`config.mk`:
```
export PLATFORM = sky130hd
export DESIGN_NAME = afsc_top
export DESIGN_NICKNAME = d
export VERILOG_FILES = /design/src/shared/afsc_pkg.sv /design/src/afsc_rate_gen.sv /design/src/afsc_top.sv
export SDC_FILE = /design/constraint.sdc
export NUM_CORES = 1
export LEC_CHECK = 0
export BUFFER_PORTS_ARGS = -buffer_cell sky130_fd_sc_hd__buf_2
export CAP_MARGIN = 0
export CORE_MARGIN = 4
export CORE_UTILIZATION = 50
export DETAILED_ROUTE_END_ITERATION = 8
export PLACE_DENSITY = 0.68
export SETUP_SLACK_MARGIN = 0.3
export SLEW_MARGIN = 10
export SYNTH_ARGS = -nofsm -noshare
export SYNTH_HDL_FRONTEND = slang
export SYNTH_SLANG_ARGS = --single-unit
```
`constraint.sdc`:
```
create_clock -name i_clk -period 7.2 [get_ports i_clk]
set_input_delay 0.72 -clock i_clk [delete_from_list [all_inputs] [get_ports i_clk]]
set_output_delay 0.72 -clock i_clk [all_outputs]
set_load 0.02 [all_outputs]
```
`src/shared/afsc_pkg.sv`:
```
package afsc_pkg;
   // ***************************************************************
   // Register map
   // ***************************************************************
   localparam int          NUM_SETUPS     = 8;
   localparam logic [7:0]  CFG_BASE_ADDR  = 8'h28;
   localparam logic [7:0]  CFG_LAST_ADDR  = 8'h2f;
   localparam logic [15:0] CFG_RESET      = 16'h0500;
   // Reserved [14:12] and 7 masked off in normal mapping
   localparam logic [15:0] CFG_WMASK_NORM = 16'h8f7f;
   localparam logic [15:0] CFG_WMASK_DIR  = 16'hffff;

   // ***************************************************************
   // Field positions
   // ***************************************************************
   localparam int DIRECT_BIT   = 15;
   localparam int RATIO_MSB    = 14;
   localparam int POST_EN_BIT  = 11;
   localparam int POST_SEL_MSB = 10;
   localparam int POST_SEL_LSB = 8;
   localparam int ORDER_MSB    = 6;
   localparam int ORDER_LSB    = 5;
   localparam int RATE_MSB     = 4;

   // ***************************************************************
   // Field encodings
   // ***************************************************************
   localparam logic [1:0] ORDER_SINC5_SINC1 = 2'h0;
   localparam logic [1:0] ORDER_SINC3       = 2'h3;
   localparam logic [2:0] POST_27SPS        = 3'h2;
   localparam logic [2:0] POST_21SPS        = 3'h3;
   localparam logic [2:0] POST_20SPS        = 3'h5;
   localparam logic [2:0] POST_16SPS        = 3'h6;
   localparam logic [4:0] RATE_31250SPS     = 5'h00;

   // Log2 of the modulator samples per decimation unit in direct mode (32 samples)
   localparam int DECIM_SHIFT = 5;
   localparam int DECIM_CNT_W = RATIO_MSB + 1 + DECIM_SHIFT;

   typedef enum logic [1:0]
   {
      SEQ_RUN   = 2'b01,
      SEQ_ABORT = 2'b10
   } afsc_seq_type;
endpackage

```
`src/afsc_rate_gen.sv`:
```
`timescale 1ns/1ps
module afsc_rate_gen
(
   input  wire logic        i_clk,
   input  wire logic        i_rst_n,
   input  wire logic        i_mod_en,
   input  wire logic        i_enable,
   input  wire logic        i_restart,
   input  wire logic [14:0] i_ratio,
   output logic             o_word_tick
);
   import afsc_pkg::*;

   // ***************************************************************
   // State
   // ***************************************************************
   typedef struct packed
   {
      logic [DECIM_CNT_W-1:0] cnt;
      logic                   tick;
   } afsc_rg_state_type;

   afsc_rg_state_type s_q;
   afsc_rg_state_type s_d;
   logic [DECIM_CNT_W-1:0] period;

   // Period of 32 x ratio modulator samples
   assign period = {i_ratio, {DECIM_SHIFT{1'b0}}};

   always_comb
   begin
      s_d      = s_q;
      s_d.tick = 1'b0;
      // Ratio zero would give no defined rate, so it stays silent
      if (i_restart || !i_enable || (i_ratio == 15'h0000))
      begin
         s_d.cnt = '0;
      end
      else if (i_mod_en)
      begin
         if (s_q.cnt == period - 1'b1)
         begin
            s_d.cnt  = '0;
            s_d.tick = 1'b1;
         end
         else
         begin
            s_d.cnt = s_q.cnt + 1'b1;
         end
      end
   end

   always_ff @(posedge i_clk or negedge i_rst_n)
   begin
      if (!i_rst_n)
      begin
         s_q <= '0;
      end
      else
      begin
         s_q <= s_d;
      end
   end

   assign o_word_tick = s_q.tick;

   // ***************************************************************
   // Checks
   // ***************************************************************
   property p_tick_gap;
      @(posedge i_clk) disable iff (!i_rst_n)
      o_word_tick |=> !o_word_tick [*8];
   endproperty
   a_tick_gap: assert property (p_tick_gap) else $error("word ticks too close");

   property p_tick_count;
      @(posedge i_clk) disable iff (!i_rst_n)
      $rose(o_word_tick) |-> ($past(s_q.cnt) == period - 1'b1);
   endproperty
   a_tick_count: assert property (p_tick_count) else $error("tick not at 32 x ratio");
endmodule

```
`src/afsc_top.sv`:
```
`timescale 1ns/1ps
module afsc_top
#(
   parameter int N_SETUPS = afsc_pkg::NUM_SETUPS
)
(
   input  wire logic        i_clk,
   input  wire logic        i_arst_n,
   input  wire logic        i_mod_en,
   input  wire logic        i_wr_en,
   input  wire logic        i_rd_en,
   input  wire logic [7:0]  i_addr,
   input  wire logic [15:0] i_wdata,
   input  wire logic [2:0]  i_setup_sel,
   output logic      [15:0] o_rdata,
   output logic             o_rd_valid,
   output logic             o_abort,
   output logic             o_restart_first,
   output logic      [2:0]  o_written_setup,
   output logic             o_direct_mode,
   output logic      [14:0] o_decim_ratio,
   output logic             o_post_active,
   output logic      [2:0]  o_post_select,
   output logic      [1:0]  o_order,
   output logic      [4:0]  o_rate_code,
   output logic             o_word_tick
);
   import afsc_pkg::*;

   // ***************************************************************
   // Helpers
   // ***************************************************************
   function automatic logic fn_hit(input logic [7:0] addr);
      fn_hit = (addr >= CFG_BASE_ADDR) && (addr <= CFG_LAST_ADDR);
   endfunction

   function automatic logic [2:0] fn_index(input logic [7:0] addr);
      logic [7:0] off;
      off      = addr - CFG_BASE_ADDR;
      fn_index = off[2:0];
   endfunction

   // Direct mapping owns all of [14:0], so nothing is masked there
   function automatic logic [15:0] fn_mask(input logic [15:0] data);
      fn_mask = data & (data[DIRECT_BIT] ? CFG_WMASK_DIR : CFG_WMASK_NORM);
   endfunction

   // ***************************************************************
   // Reset release
   // ***************************************************************
   logic [1:0] rst_sync_q;
   logic       rst_n;

   always_ff @(posedge i_clk or negedge i_arst_n)
   begin
      if (!i_arst_n)
      begin
         rst_sync_q <= 2'b00;
      end
      else
      begin
         rst_sync_q <= {rst_sync_q[0], 1'b1};
      end
   end

   assign rst_n = rst_sync_q[1];

   // ***************************************************************
   // State
   // ***************************************************************
   typedef struct packed
   {
      afsc_seq_type                st;
      logic [N_SETUPS-1:0][15:0]   cfg;
      logic [15:0]                 rdata;
      logic                        rd_valid;
      logic                        abort;
      logic                        restart;
      logic [2:0]                  wr_setup;
      logic                        direct;
      logic [14:0]                 ratio;
      logic                        post_act;
      logic [2:0]                  post_sel;
      logic [1:0]                  order;
      logic [4:0]                  rate;
   } afsc_top_state_type;

   afsc_top_state_type s_q;
   afsc_top_state_type s_d;
   logic               wr_hit;
   logic               rd_hit;
   logic [15:0]        sel_cfg;
   logic               tick;

   assign wr_hit  = i_wr_en && fn_hit(i_addr);
   assign rd_hit  = i_rd_en && fn_hit(i_addr);
   assign sel_cfg = s_q.cfg[i_setup_sel];

   always_comb
   begin
      s_d          = s_q;
      s_d.rd_valid = i_rd_en;
      s_d.abort    = 1'b0;
      s_d.restart  = 1'b0;

      // Register access, unmapped reads give zero
      if (wr_hit)
      begin
         s_d.cfg[fn_index(i_addr)] = fn_mask(i_wdata);
         s_d.wr_setup              = fn_index(i_addr);
      end
      if (i_rd_en)
      begin
         s_d.rdata = rd_hit ? s_q.cfg[fn_index(i_addr)] : 16'h0000;
      end

      // Abort then restart; back to back writes hold the abort
      case (s_q.st)
         SEQ_RUN:
         begin
            if (wr_hit)
            begin
               s_d.st    = SEQ_ABORT;
               s_d.abort = 1'b1;
            end
         end
         SEQ_ABORT:
         begin
            if (wr_hit)
            begin
               s_d.abort = 1'b1;
            end
            else
            begin
               s_d.st      = SEQ_RUN;
               s_d.restart = 1'b1;
            end
         end
         default:
         begin
            s_d.st = SEQ_RUN;
         end
      endcase

      // Effective settings of the selected setup
      s_d.direct = sel_cfg[DIRECT_BIT];
      s_d.ratio  = sel_cfg[RATIO_MSB:0];
      if (sel_cfg[DIRECT_BIT])
      begin
         s_d.post_act = 1'b0;
         s_d.post_sel = 3'h0;
         s_d.order    = ORDER_SINC3;
         s_d.rate     = RATE_31250SPS;
      end
      else
      begin
         s_d.post_act = sel_cfg[POST_EN_BIT] &&
                        (sel_cfg[ORDER_MSB:ORDER_LSB] == ORDER_SINC5_SINC1);
         s_d.post_sel = sel_cfg[POST_SEL_MSB:POST_SEL_LSB];
         s_d.order    = sel_cfg[ORDER_MSB:ORDER_LSB];
         s_d.rate     = sel_cfg[RATE_MSB:0];
      end
   end

   always_ff @(posedge i_clk or negedge rst_n)
   begin
      if (!rst_n)
      begin
         s_q          <= '0;
         s_q.st       <= SEQ_RUN;
         s_q.cfg      <= {N_SETUPS{CFG_RESET}};
         s_q.post_sel <= CFG_RESET[POST_SEL_MSB:POST_SEL_LSB];
      end
      else
      begin
         s_q <= s_d;
      end
   end

   // ***************************************************************
   // Direct decimation word rate
   // ***************************************************************
   // Counter clears on abort so the first word after a write is whole
   afsc_rate_gen u_rate_gen
   (
      .i_clk       (i_clk),
      .i_rst_n     (rst_n),
      .i_mod_en    (i_mod_en),
      .i_enable    (s_q.direct),
      .i_restart   (s_q.abort),
      .i_ratio     (s_q.ratio),
      .o_word_tick (tick)
   );

   assign o_rdata         = s_q.rdata;
   assign o_rd_valid      = s_q.rd_valid;
   assign o_abort         = s_q.abort;
   assign o_restart_first = s_q.restart;
   assign o_written_setup = s_q.wr_setup;
   assign o_direct_mode   = s_q.direct;
   assign o_decim_ratio   = s_q.ratio;
   assign o_post_active   = s_q.post_act;
   assign o_post_select   = s_q.post_sel;
   assign o_order         = s_q.order;
   assign o_rate_code     = s_q.rate;
   assign o_word_tick     = tick;

   // ***************************************************************
   // Checks
   // ***************************************************************
   property p_wr_abort;
      @(posedge i_clk) disable iff (!rst_n)
      wr_hit |=> o_abort && !o_restart_first;
   endproperty
   a_wr_abort: assert property (p_wr_abort) else $error("write did not abort");

   property p_restart;
      @(posedge i_clk) disable iff (!rst_n)
      (wr_hit ##1 !wr_hit) |=> o_restart_first ##1 !o_restart_first;
   endproperty
   a_restart: assert property (p_restart) else $error("no single restart");

   property p_reset_value;
      @(posedge i_clk)
      $rose(rst_n) |-> (s_q.cfg[0] == CFG_RESET) && (s_q.cfg[N_SETUPS-1] == CFG_RESET);
   endproperty
   a_reset_value: assert property (p_reset_value) else $error("bad reset value");

   property p_direct_ignore;
      @(posedge i_clk) disable iff (!rst_n)
      o_direct_mode |-> !o_post_active && (o_decim_ratio == $past(sel_cfg[RATIO_MSB:0]));
   endproperty
   a_direct_ignore: assert property (p_direct_ignore) else $error("direct mode fields");

   property p_reserved;
      @(posedge i_clk) disable iff (!rst_n)
      rd_hit |=> !o_rdata[7] || o_rdata[DIRECT_BIT];
   endproperty
   a_reserved: assert property (p_reserved) else $error("reserved bit read back");

   property p_post_order;
      @(posedge i_clk) disable iff (!rst_n)
      o_post_active |-> (o_order == ORDER_SINC5_SINC1) && !o_direct_mode;
   endproperty
   a_post_order: assert property (p_post_order) else $error("postfilter with wrong order");

   property p_fields_reset;
      @(posedge i_clk)
      $rose(rst_n) |-> (s_q.cfg[0][POST_SEL_MSB:POST_SEL_LSB] == POST_20SPS) &&
         (s_q.cfg[0][ORDER_MSB:ORDER_LSB] == ORDER_SINC5_SINC1) &&
         (s_q.cfg[0][RATE_MSB:0] == RATE_31250SPS);
   endproperty
   a_fields_reset: assert property (p_fields_reset) else $error("field reset values");

   property p_readback;
      @(posedge i_clk) disable iff (!rst_n)
      (wr_hit && !i_rd_en) ##1 (rd_hit && !wr_hit && (i_addr == $past(i_addr)))
      |=> o_rdata == fn_mask($past(i_wdata, 2));
   endproperty
   a_readback: assert property (p_readback) else $error("readback mismatch");

   property p_unmapped;
      @(posedge i_clk) disable iff (!rst_n)
      (i_rd_en && !rd_hit) |=> (o_rdata == 16'h0000) && o_rd_valid;
   endproperty
   a_unmapped: assert property (p_unmapped) else $error("unmapped read not zero");
endmodule

```
* After elaboration in Yosys (flattened, before gate mapping)
Cells that the tools add are included.
** Cells by class
- $lt $le $gt $ge :: 5
- Add/subtract/negate cells :: 3
- Muxes and demuxes :: 22
- Reduce and logical (&&, ||, !) cells :: 13
- Equal/unequal tests :: 5
- Bitwise operators :: 1
** Operator list (number)
- bitwise mux 128 bit :: 1
- binary-select mux 16 bit (select 3 bit) :: 2
- two-way mux 16 bit :: 4
- demux 16 bit (select 3 bit) :: 1
- two-way mux 20 bit :: 2
- two-way mux 21 bit :: 1
- adder 20 x 1 -> 20 bit (second input constant) :: 1
- equality test 20 bit :: 1
- subtractor 20 x 1 -> 20 bit (second input constant) :: 1
- AND 16 bit :: 1
- logical NOT 15 bit :: 1
- two-way mux 15 bit :: 1
- two-way mux 11 bit :: 1
- >= comparator 8 x 6 -> 1 bit (second input constant) :: 1
- <= comparator 8 x 6 -> 1 bit (second input constant) :: 1
- < comparator 3 x 4 -> 1 bit (second input constant) :: 2
- two-way mux 1 bit :: 6
- logical AND 1 bit :: 5
- two-way mux 2 bit :: 2
- != test 2 bit (second input constant) :: 2
- case mux 2 bit (2 select lines) :: 1
- >= comparator 3 x 1 -> 1 bit (second input constant) :: 1
- subtractor 3 x 1 -> 3 bit (second input constant) :: 1
- equality test 2 x 1 -> 1 bit (second input constant) :: 1
- 7 further kinds :: 8
** Word-level totals
- Input port bits :: 32
- Logic and storage cells :: 72
- Flip-flop bits (word level) :: 202

* Longest topological paths before layout
Gate-level depths: netlist of run 1.
- Depth after elaboration :: 6
- Gate-level depth with buffers :: 12

* Hierarchy
From an unflattened synthesis of run 1, not the netlist that was laid out.
** Second synthesis, totals
- Cells, all modules :: 787
- Area total of the unflattened synthesis :: 10711.5 um^2
** By module, submodules not included
- afsc_top :: times used 1, cells an instance 574, area an instance 9012.4 um^2, seq. area each 4553.1 um^2
- afsc_rate_gen :: times used 1, cells an instance 213, area an instance 1699.1 um^2, seq. area each 525.5 um^2

* Least setup slack after synthesis of run 1
OpenSTA, ideal clock, no wires.
- Kind :: input to register
- From :: input port i_setup_sel[0]
- To :: register s_q (netlist bit o_post_select[1])
- Path slack :: 4528 ps
- Required time :: 7068 ps
- Stages on the path :: 6
- Arrival time :: 2541 ps
- Cell sequence :: clkbuf_1 > buf_2 > buf_2 > mux4_2 > mux2_2 > nor2b_1
** RTL lines
- start: declaration :: RTL line afsc_top.sv:14 : input wire logic [2:0] i_setup_sel,
- end: declaration :: RTL line afsc_top.sv:88 : afsc_top_state_type s_q;

* Worst setup path in the final report of run 1
- From :: input port i_addr[7]
- To :: register s_q[146] (netlist bit)
** On the way
- Longest elaborated chain between the ends :: 3
- Elaborated cells between the ends (all ways) :: 4
- Those cells by class :: order compare: 2; reduce/logical: 2
** Ends and longest elaborated chain
- start: declaration :: RTL line afsc_top.sv:12 : input wire logic [7:0] i_addr,
- >= comparator 8 x 6 -> 1 bit or <= comparator 8 x 6 -> 1 bit (tied branches) :: RTL line afsc_top.sv:34 : fn_hit = (addr >= CFG_BASE_ADDR) && (addr <= CFG_LAST_ADDR);
- logical AND 1 bit (*) :: RTL line afsc_top.sv:34
- logical AND 1 bit (*) :: RTL line afsc_top.sv:95 : assign wr_hit = i_wr_en && fn_hit(i_addr);
Every way passes the cells marked *; elsewhere a longest branch is shown, timed or not.
A chain may end at the register's enable or synchronous reset.

==> flow_summary.ini, run 1 <==
[routing]
wl_met2_um = 12400
drtAntennaViolNets = 0
wire_per_inst_um = 20.7
routed-via-count = 7311
drc = 0
dr_wl_met3_um = 1300
firstDrtPassIters = 7
drtIter0Drc = 526
vias_per_cell = 5.86
dr.max_layer_used = met4
wl_met1_um = 11300
wl_um = 25800

[placed_design]
hpwl_um = 16600
dp.cells = 1206
place_congestion = 0.833
port_buffers = 81

[logic_synthesis]
ys_types = 60
syn_area_um2 = 10500
yosys_warnings = 0
yosys_most_used_dff = dfrtp_1
yosysSeqAreaShare = 0.483
syn_area_per_cell_um2 = 11.1
synthCells = 947
syn_nets = 983
synth-edff-count = 0
ys_async_sr_fraction = 1.00
ys_ff_latch = 202

[cts]
clk_latency_ns = 0.49
cts_tree = done
cts_resized = 0
clock_path_buffers = 3
root_buffer = clkbuf_16
clkSinkCount = 202
cts.clk_slew.worst_paths_ns = 0.06
cts_buffers = 23
htree_levels = 1

[die]
fp.dieArea_um2 = 23400
die_x_um = 153
core_um2 = 20500
fp-row-count = 52
start_util = 0.514
io_pins = 82
die_h_um = 153

[grt]
globalRouteTotalUtil = 0.221
first_global_vias = 7485
antenna_found_initial = 0
gr-total-overflow = 0
grt_max_degree = 201
grt_pass1_wl_um = 41500

[sta]
max_freq_mhz = 324
slew-limit-headroom = 0.253
hold_violations = 0
fin_tns_setup_ns = 0
finalSetupViolCount = 0
slew_viol_final = 0
rsz0062_at_grt = false
fin_crit_ns = 3.09
worstMarginPinSlew_ns = 1.12
worst_clock_skew_ns = 0.00895
min_period_over_period = 0.429

[worst_setup_path]
crit_type = in -> reg
path_max_fanout = 20
cp-end-kind = flip-flop
required_ns = 7.57
arrival_ns = 3.46
rr_startpoint = o_decim_ratio[0]$_DFF_PN0_
startpoint = i_addr[7]
critPathLaunchType = input port

[power_and_ir_drop]
power_density_nw_per_um2 = 233
vdd_drop_max_mv = 0.143
total_power_w = 0.00268
p_leak_nw = 5.51

[finish]
syn2layout_area_growth_pct = 9.36
fillers = 1761
antenna_cells = 0
fin_cells = 1248
nets = 998
drive_gt1_frac = 0.282

[outcome]
status = complete, no violations

[hold_path]
worstHoldStart = rst_sync_q[0]$_DFF_PN0_
hp-class = reg -> reg

[run]
maxCapViolations = 0
-- repair_timing --
item	4_1_cts	5_1_grt
hold buffers	1	0
setup endpoints to repair	0	0
setup buffers	0	0
hold endpoints to repair	2	0
-- final timing paths --
check	to	slack, ns	cells after the start
hold reg to reg	rst_sync_q[1]$_DFF_PN0_	0.35	0
min in group asynchronous	s_q[61]$_DFFE_PN0P_	0.49	1
setup reg to reg	u_rate_gen.s_q[11]$_DFFE_PN0P_	4.23	10
hold / removal	rst_sync_q[1]$_DFF_PN0_	0.35	0
setup / recovery	s_q[146]$_DFFE_PN0P_	4.11	6
max in group asynchronous	s_q[82]$_DFFE_PN0P_	5.86	1
-- area by class of cell --
class	instances	area, um^2	area share
clock buffer	38	672	0.0584
clock inverter	3	65.1	0.00565
inverter	24	90.1	0.00783
multi-input combinational	624	4800	0.417
sequential	202	5080	0.442
tap	270	338	0.0294
timing repair buffer	87	465	0.0404
-- per-stage QoR --
stage / setup WS, ns / hold WS, ns / utilization / cell area, um^2
after floorplan: 1.19 / 0.331 / - / 10500
after global placement: 3.71 / 0.339 / 0.525 / 10800
after detailed placement: 3.59 / 0.344 / 0.525 / 10800
after CTS: 4.10 / 0.356 / 0.562 / 11500
after global routing: 3.86 / 0.369 / 0.562 / 11500
final: 4.11 / 0.353 / 0.562 / 11500
-- cells in the final DEF (no fill, tap or decap), types with 5 or more instances in the layout --
master and count:
inv_1 24, o21ai_0 41, buf_2 81, xor2_1 7
xnor2_1 7, mux4_2 56, mux2_2 67, o22ai_1 12
dfstp_2 19, o21ai_1 11, nor2_1 27, mux2i_1 25
a211oi_1 5, clkbuf_16 23, clkbuf_1 11, and2_1 6
nor4_1 7, nand3_1 12, a22oi_1 5, a21oi_1 11
dfrtp_1 182, nand2_1 203, nor3_1 15, and3_1 9
nor2b_1 23, nand4_1 10, a22o_1 15
-- routing by layer --
metal	vias to the layer above	track usage
li1	3335	-
met1	3703	0.314
met2	214	0.355
met3	59	0.0308
met4	0	0.0738
met5	-	0
-- cells in the mapped netlist (4+ instances only) --
cell type	number	area share
and2_1	6	0.0036
a22o_1	15	0.012
dfrtp_1	183	0.44
and3_1	9	0.0053
nand2_1	203	0.072
nand3_1	12	0.0057
o21ai_1	11	0.0052
xnor2_1	7	0.0058
o22ai_1	12	0.0071
a21oi_1	11	0.0052
a211oi_1	5	0.0036
buf_2	6	0.0029
ha_1	4	0.0048
clkbuf_1	40	0.014
o21ai_0	41	0.019
nor4_1	7	0.0042
dfstp_2	19	0.047
mux2_2	67	0.072
buf_1	4	0.0014
xor2_1	7	0.0058
mux4_2	56	0.12
nor2_1	27	0.0096
nand4_1	10	0.0059
nor3_1	15	0.0071
a22oi_1	5	0.0036
inv_1	24	0.0086
buf_4	44	0.031
mux2i_1	25	0.024
nor2b_1	23	0.014
-- where the power goes --
part	switching, W	internal [W]
registers	0.0000405	0.00119
logic	0.000180	0.000132
clock network	0.000436	0.000704
-- cell families (layout without fill, tap and decap cells) --
kind of cell | count (synthesis) | count (layout) | synth area share
XOR/XNOR | 14 | 14 | 0.0117
other | 1 | 1 | 0.000356
AO/OA/AOI/OAI | 118 | 118 | 0.0726
adder cells (fa/ha/maj) | 4 | 4 | 0.00476
flip-flops | 202 | 202 | 0.483
buffers and inverters | 121 | 152 | 0.0617
AND/OR/NAND/NOR | 339 | 339 | 0.151
multiplexers | 148 | 148 | 0.215
-- registers in the layout (all words and copies together), names as in the netlist, 2 cells and up --
register,cells
o_order,2
u_rate_gen.s_q,20
s_q,130
o_post_select,3
o_written_setup,3
o_rdata,16
o_decim_ratio,15
rst_sync_q,2
o_rate_code,5
-- critical path, cell delays in order --
cell and delay [ns]:
buf_2 0.10, nor4_2 0.67, nand2_1 0.36, nor2_1 0.28, nand3_1 0.74, mux2_2 0.57
(Power assumes the default switching activity.)
==> inputs of run 2 (changes only) <==
Clock period 7.2 ns to 3 ns, I/O delays scaled along.
==> run 2 against run 1 <==
Against the previous run: die area stayed put; first-iteration DRC count up 1.1%; combinational power rose to 2.5 times the previous value; clock skew is 0.013 ns higher; via count up 2.9%; critical path depth up 4; global-route usage up 0.84 points; critical endpoint is now u_rate_gen.s_q[2]$_DFFE_PN0P_; largest cell class unchanged.
==> flow_summary.ini, run 2 (synthesis results as in run 1) <==
[outcome]
status = complete, no violations

[die]
die_h_um = 153
fp-row-count = 52
start_util = 0.514
core_um2 = 20500
io_pins = 82
fp.dieArea_um2 = 23400
die_x_um = 153

[cts]
root_buffer = clkbuf_16
clkSinkCount = 202
clk_latency_ns = 0.51
clock_path_buffers = 3
cts_tree = done
cts_buffers = 22
cts.clk_slew.worst_paths_ns = 0.06
htree_levels = 1

[finish]
nets = 1030
largest_reg_flops = 130
drive_gt1_frac = 0.313
fillers = 1708
max_flop_register = s_q
layout_commonest_cell = nand2_1
layout_common_cells = nand2_1, dfrtp_1, buf_2
multi_input_area_um2 = 4850
syn2layout_area_growth_pct = 12.8
regArea_um2 = 5080

[worst_setup_path]
r2r-end = u_rate_gen.s_q[2]$_DFFE_PN0P_
critPathMaxStageDelay_ns = 0.49
r2r_slack_ns = 0.40
path_max_fanout = 8
rr_startpoint = o_decim_ratio[1]$_DFF_PN0_
crit_path_cell_trace = inv_1 > ha_1 > or4b_4 > o221a_1 > a211oi_2 > nand2_1 > and4_4 > a21o_4 > nor2_4 > a22o_1
slowest_stage = or4b_4
r2r_cells = 10
startpoint = o_decim_ratio[1]$_DFF_PN0_
crit_type = reg -> reg
crit_end = u_rate_gen.s_q[2]$_DFFE_PN0P_
critPathLaunchType = flip-flop
required_ns = 3.44
arrival_ns = 3.04
cp-end-kind = flip-flop

[sta]
worstMarginPinSlew_ns = 0.770
max_freq_mhz = 385
fin_tns_setup_ns = 0
slew-limit-headroom = 0.486
worst_clock_skew_ns = 0.0221
finalSetupViolCount = 0
slew_viol_final = 0
hold_violations = 0
rsz0062_at_grt = true
fin_crit_ns = 2.60
setup_ws_ns = 0.404
min_period_over_period = 0.865

[grt]
gr-total-overflow = 0
antenna_found_initial = 2
grt_max_degree = 82
globalRouteTotalUtil = 0.230
first_global_vias = 7665
grt_pass1_wl_um = 43100

[routing]
drc = 0
drtIter0Drc = 532
wl_um = 27200
wl_met2_um = 13400
dr_wl_met3_um = 2040
vias_per_cell = 5.87
dr.max_layer_used = met5
wl_met1_um = 11100
drtAntennaViolNets = 0
wire_per_inst_um = 21.3
routed-via-count = 7525
firstDrtPassIters = 5

[placed_design]
place_congestion = 0.848
port_buffers = 81
place_worst_setup_slack_ns = 0.306
hpwl_um = 18400

[power_and_ir_drop]
power_density_nw_per_um2 = 557
p_leak_nw = 5.72
vdd_drop_max_mv = 0.295

[run]
maxCapViolations = 0

[hold_path]
hp-class = in -> reg
run 2: cell types whose count changed in the layout (fill, tap and decap cells not counted), moves of 2 or more:
| cell | previous run | this run |
|---|---|---|
| dfrtp_2 | 0 | 2 |
| buf_4 | 4 | 32 |
| nor4_4 | 0 | 2 |
| clkbuf_1 | 11 | 6 |
| dfrtp_1 | 182 | 180 |
| clkinv_2 | 1 | 3 |
| buf_12 | 1 | 4 |
run 2: cell type report:
class	instances	share of cell area
tap	270	0.0285
antenna	1	0.000211
inverter	24	0.00759
multi-input combinational	626	0.408
clock inverter	6	0.00885
sequential	202	0.428
clock buffer	34	0.0562
timing repair buffer	118	0.0620
run 2: worst min path at each step:
stage,slack (ns),cells past startpoint,to,start
floorplan,0.004,0,rst_sync_q[0]$_DFF_PN0_,i_arst_n
global placement,0.09,1,rst_sync_q[0]$_DFF_PN0_,i_arst_n
detailed placement,0.09,1,rst_sync_q[0]$_DFF_PN0_,i_arst_n
CTS,0.04,3,s_q[139]$_DFFE_PN1P_,i_wdata[10]
global route,0.06,3,s_q[139]$_DFFE_PN1P_,i_wdata[10]
finish,0.06,3,s_q[139]$_DFFE_PN1P_,i_wdata[10]
run 2: critical path: cells and delay by family (launching register included):
kind | cells | cell delay (ns)
AOI/OAI and AO/OA | 4 | 0.89
buffers and inverters | 1 | 0.07
DFF | 1 | 0.42
and+or+nand+nor | 4 | 1.01
adders and majority gates | 1 | 0.16
run 2: report_power, final:
part	internal, W	switching [W]	total (W)
combinational	0.000341	0.000445	0.000785
clock	0.00178	0.00108	0.00287
sequential	0.00286	0.000100	0.00296
run 2: per-stage QoR:
step           instances  utilization  area, um^2  total power [W]  hold slack [ns]
2_1_floorplan        947            -       10500          0.00357          0.00441
3_3_place_gp        1234        0.537       11000          0.00375           0.0869
3_5_place_dp        1234        0.537       11000          0.00377           0.0895
4_1_cts             1276        0.576       11800          0.00665           0.0423
5_1_grt             1281        0.579       11900          0.00687           0.0581
6_report            1281        0.579       11900          0.00661           0.0590
run 2: routing by layer:
| metal | GRT usage | vias up |
|---|---|---|
| met1 | 0.313 | 3739 |
| met2 | 0.375 | 312 |
| met4 | 0.0709 | 2 |
| li1 | - | 3419 |
| met5 | 0 | - |
| met3 | 0.0472 | 53 |
run 2: timing repair:
item                                   4_1_cts  5_1_grt
setup endpoints to repair                    1       17
pin swaps                                    1        3
buffers inserted                             0        3
gates cloned                                 1        1
gates resized for setup                      0        6
endpoints found under the hold margin        2        0
hold buffers                                 1        0
==> inputs of run 3 (changes only) <==
Clock period 3 ns to 2.4 ns, I/O delays scaled along.
==> run 3 against run 2 <==
Against the previous run: the run now ends with negative setup slack left; clock power grew 21%; design area grew 3.5%; critical path depth is the same; utilization grew 2.0 points; global-route usage grew 0.43 points; wire length grew 1.2%; sequential share of layout area shrank 1.5 points; largest power group unchanged.
==> flow_summary.ini, run 3 (synthesis results as in run 1) <==
[power_and_ir_drop]
vdd_drop_max_mv = 0.374
power_density_nw_per_um2 = 675
p_leak_nw = 5.97
total_power_w = 0.00829

[routing]
drc = 0
drtAntennaViolNets = 0
vias_per_cell = 5.75
routed-via-count = 7648
firstDrtPassIters = 5
wl_um = 27600
drtIter0Drc = 419
wire_per_inst_um = 20.7

[finish]
antenna_cells = 0
regArea_um2 = 5080
syn2layout_area_growth_pct = 16.7
largest_reg_flops = 130
final_area_um2 = 12300
layout_commonest_cell = nand2_1
final_util = 0.599
multi_input_area_um2 = 4880
layout_common_cells = nand2_1, dfrtp_1, buf_2
max_flop_register = s_q
fillers = 1681
nets = 1081
drive_gt1_frac = 0.351

[worst_setup_path]
slowest_stage = or4b_4
r2r_cells = 10
rr_startpoint = o_decim_ratio[1]$_DFF_PN0_
arrival_ns = 2.96
r2r-end = u_rate_gen.s_q[15]$_DFFE_PN0P_
startpoint = o_decim_ratio[1]$_DFF_PN0_
critPathLaunchType = flip-flop
crit_type = reg -> reg
cp-end-kind = flip-flop
r2r_slack_ns = -0.12
critPathBufInv = 1
critPathTopFamily = simple AND/OR/NAND/NOR gates
critPathMaxStageDelay_ns = 0.50
required_ns = 2.84
path_max_fanout = 8
crit_path_cell_trace = inv_1 > ha_2 > or4b_4 > o221a_1 > a211oi_2 > nand2_1 > and4_4 > a21o_4 > nor2_4 > a22o_1

[sta]
slew-limit-headroom = 0.603
max_freq_mhz = 397
rsz0062_at_grt = true
fin_crit_ns = 2.52
hold_violations = 0
worstMarginPinSlew_ns = 0.595
fin_tns_setup_ns = -1.53
finalSetupViolCount = 17
worst_clock_skew_ns = 0.0110
whs_ns = 0.0283
slew_viol_final = 0
min_period_over_period = 1.05
setup_ws_ns = -0.119

[placed_design]
placed_cell_area_um2 = 11400
port_buffers = 81
place_congestion = 0.900
hpwl_um = 19200

[die]
io_pins = 82
fp-row-count = 52
die_x_um = 153
fp.dieArea_um2 = 23400
start_util = 0.514
die_h_um = 153
core_um2 = 20500

[cts]
clock_path_buffers = 3
htree_levels = 1
cts.clk_slew.worst_paths_ns = 0.06
cts_tree = done
root_buffer = clkbuf_16
cts_buffers = 22
clk_latency_ns = 0.51
clkSinkCount = 202

[outcome]
status = finished with violations
violations = negative setup slack

[grt]
first_global_vias = 7815
grt_pass1_wl_um = 43700
antenna_found_initial = 0
grt_max_degree = 51
gr-total-overflow = 0
globalRouteTotalUtil = 0.234

[hold_path]
hp-class = in -> reg
worstHoldStart = i_wdata[11]
whs_endpoint = s_q[76]$_DFFE_PN0P_
whs_path_depth = 3

[run]
maxCapViolations = 0
run 3: how the worst max path moves through the flow:
stage,end,slack [ns],depth (start not counted)
final,u_rate_gen.s_q[15]$_DFFE_PN0P_,-0.12,10
after global routing,u_rate_gen.s_q[13]$_DFFE_PN0P_,-0.24,10
after CTS,u_rate_gen.s_q[18]$_DFFE_PN0P_,-0.12,10
after detailed placement,u_rate_gen.s_q[6]$_DFFE_PN0P_,-0.14,10
after global placement,u_rate_gen.s_q[8]$_DFFE_PN0P_,-0.12,10
after floorplan,u_rate_gen.s_q[17]$_DFFE_PN0P_,-0.17,12
run 3: what timing repair did:
item | 4_1_cts | 5_1_grt
endpoints found under the setup margin | 19 | 21
cloned | 2 | 0
pin swaps | 18 | 7
buffers inserted | 1 | 1
hold endpoints to repair | 10 | 0
resized for setup | 7 | 3
hold buffers | 3 | 0
run 3: layout make-up:
cell class | count | share of cell area
clock inverters | 6 | 0.00652
multi-input cells | 626 | 0.397
clock buffers | 34 | 0.0543
well taps | 270 | 0.0275
inverters | 24 | 0.00733
flip-flops and latches | 202 | 0.414
repair buffers | 169 | 0.0931
run 3: worst min-delay path, stage by stage:
cell     delay (ns)
buf_2          0.15
nand2_1        0.07
nand2_1        0.04
run 3: per-stage QoR:
stage,instances,setup slack [ns]
floorplan,947,-0.166
global placement,1284,-0.120
detailed placement,1284,-0.141
CTS,1330,-0.121
global route,1331,-0.244
finish,1331,-0.119
run 3: layer usage:
metal | wire (um) | up-vias | track usage | part of all wire
li1 | - | 3514 | - | -
met1 | 11800 | 3860 | 0.320 | 0.43
met2 | 13500 | 219 | 0.388 | 0.49
met3 | 1590 | 55 | 0.0353 | 0.058
met4 | 726 | 0 | 0.0751 | 0.026
met5 | 0 | - | 0 | 0
run 3: where the power goes:
group | switching [W] | total [W] | internal, W | leakage (nW)
Combinational | 0.000590 | 0.00111 | 0.000524 | 2.88
Sequential | 0.000124 | 0.00370 | 0.00358 | 2.72
Clock | 0.00135 | 0.00347 | 0.00212 | 0.370
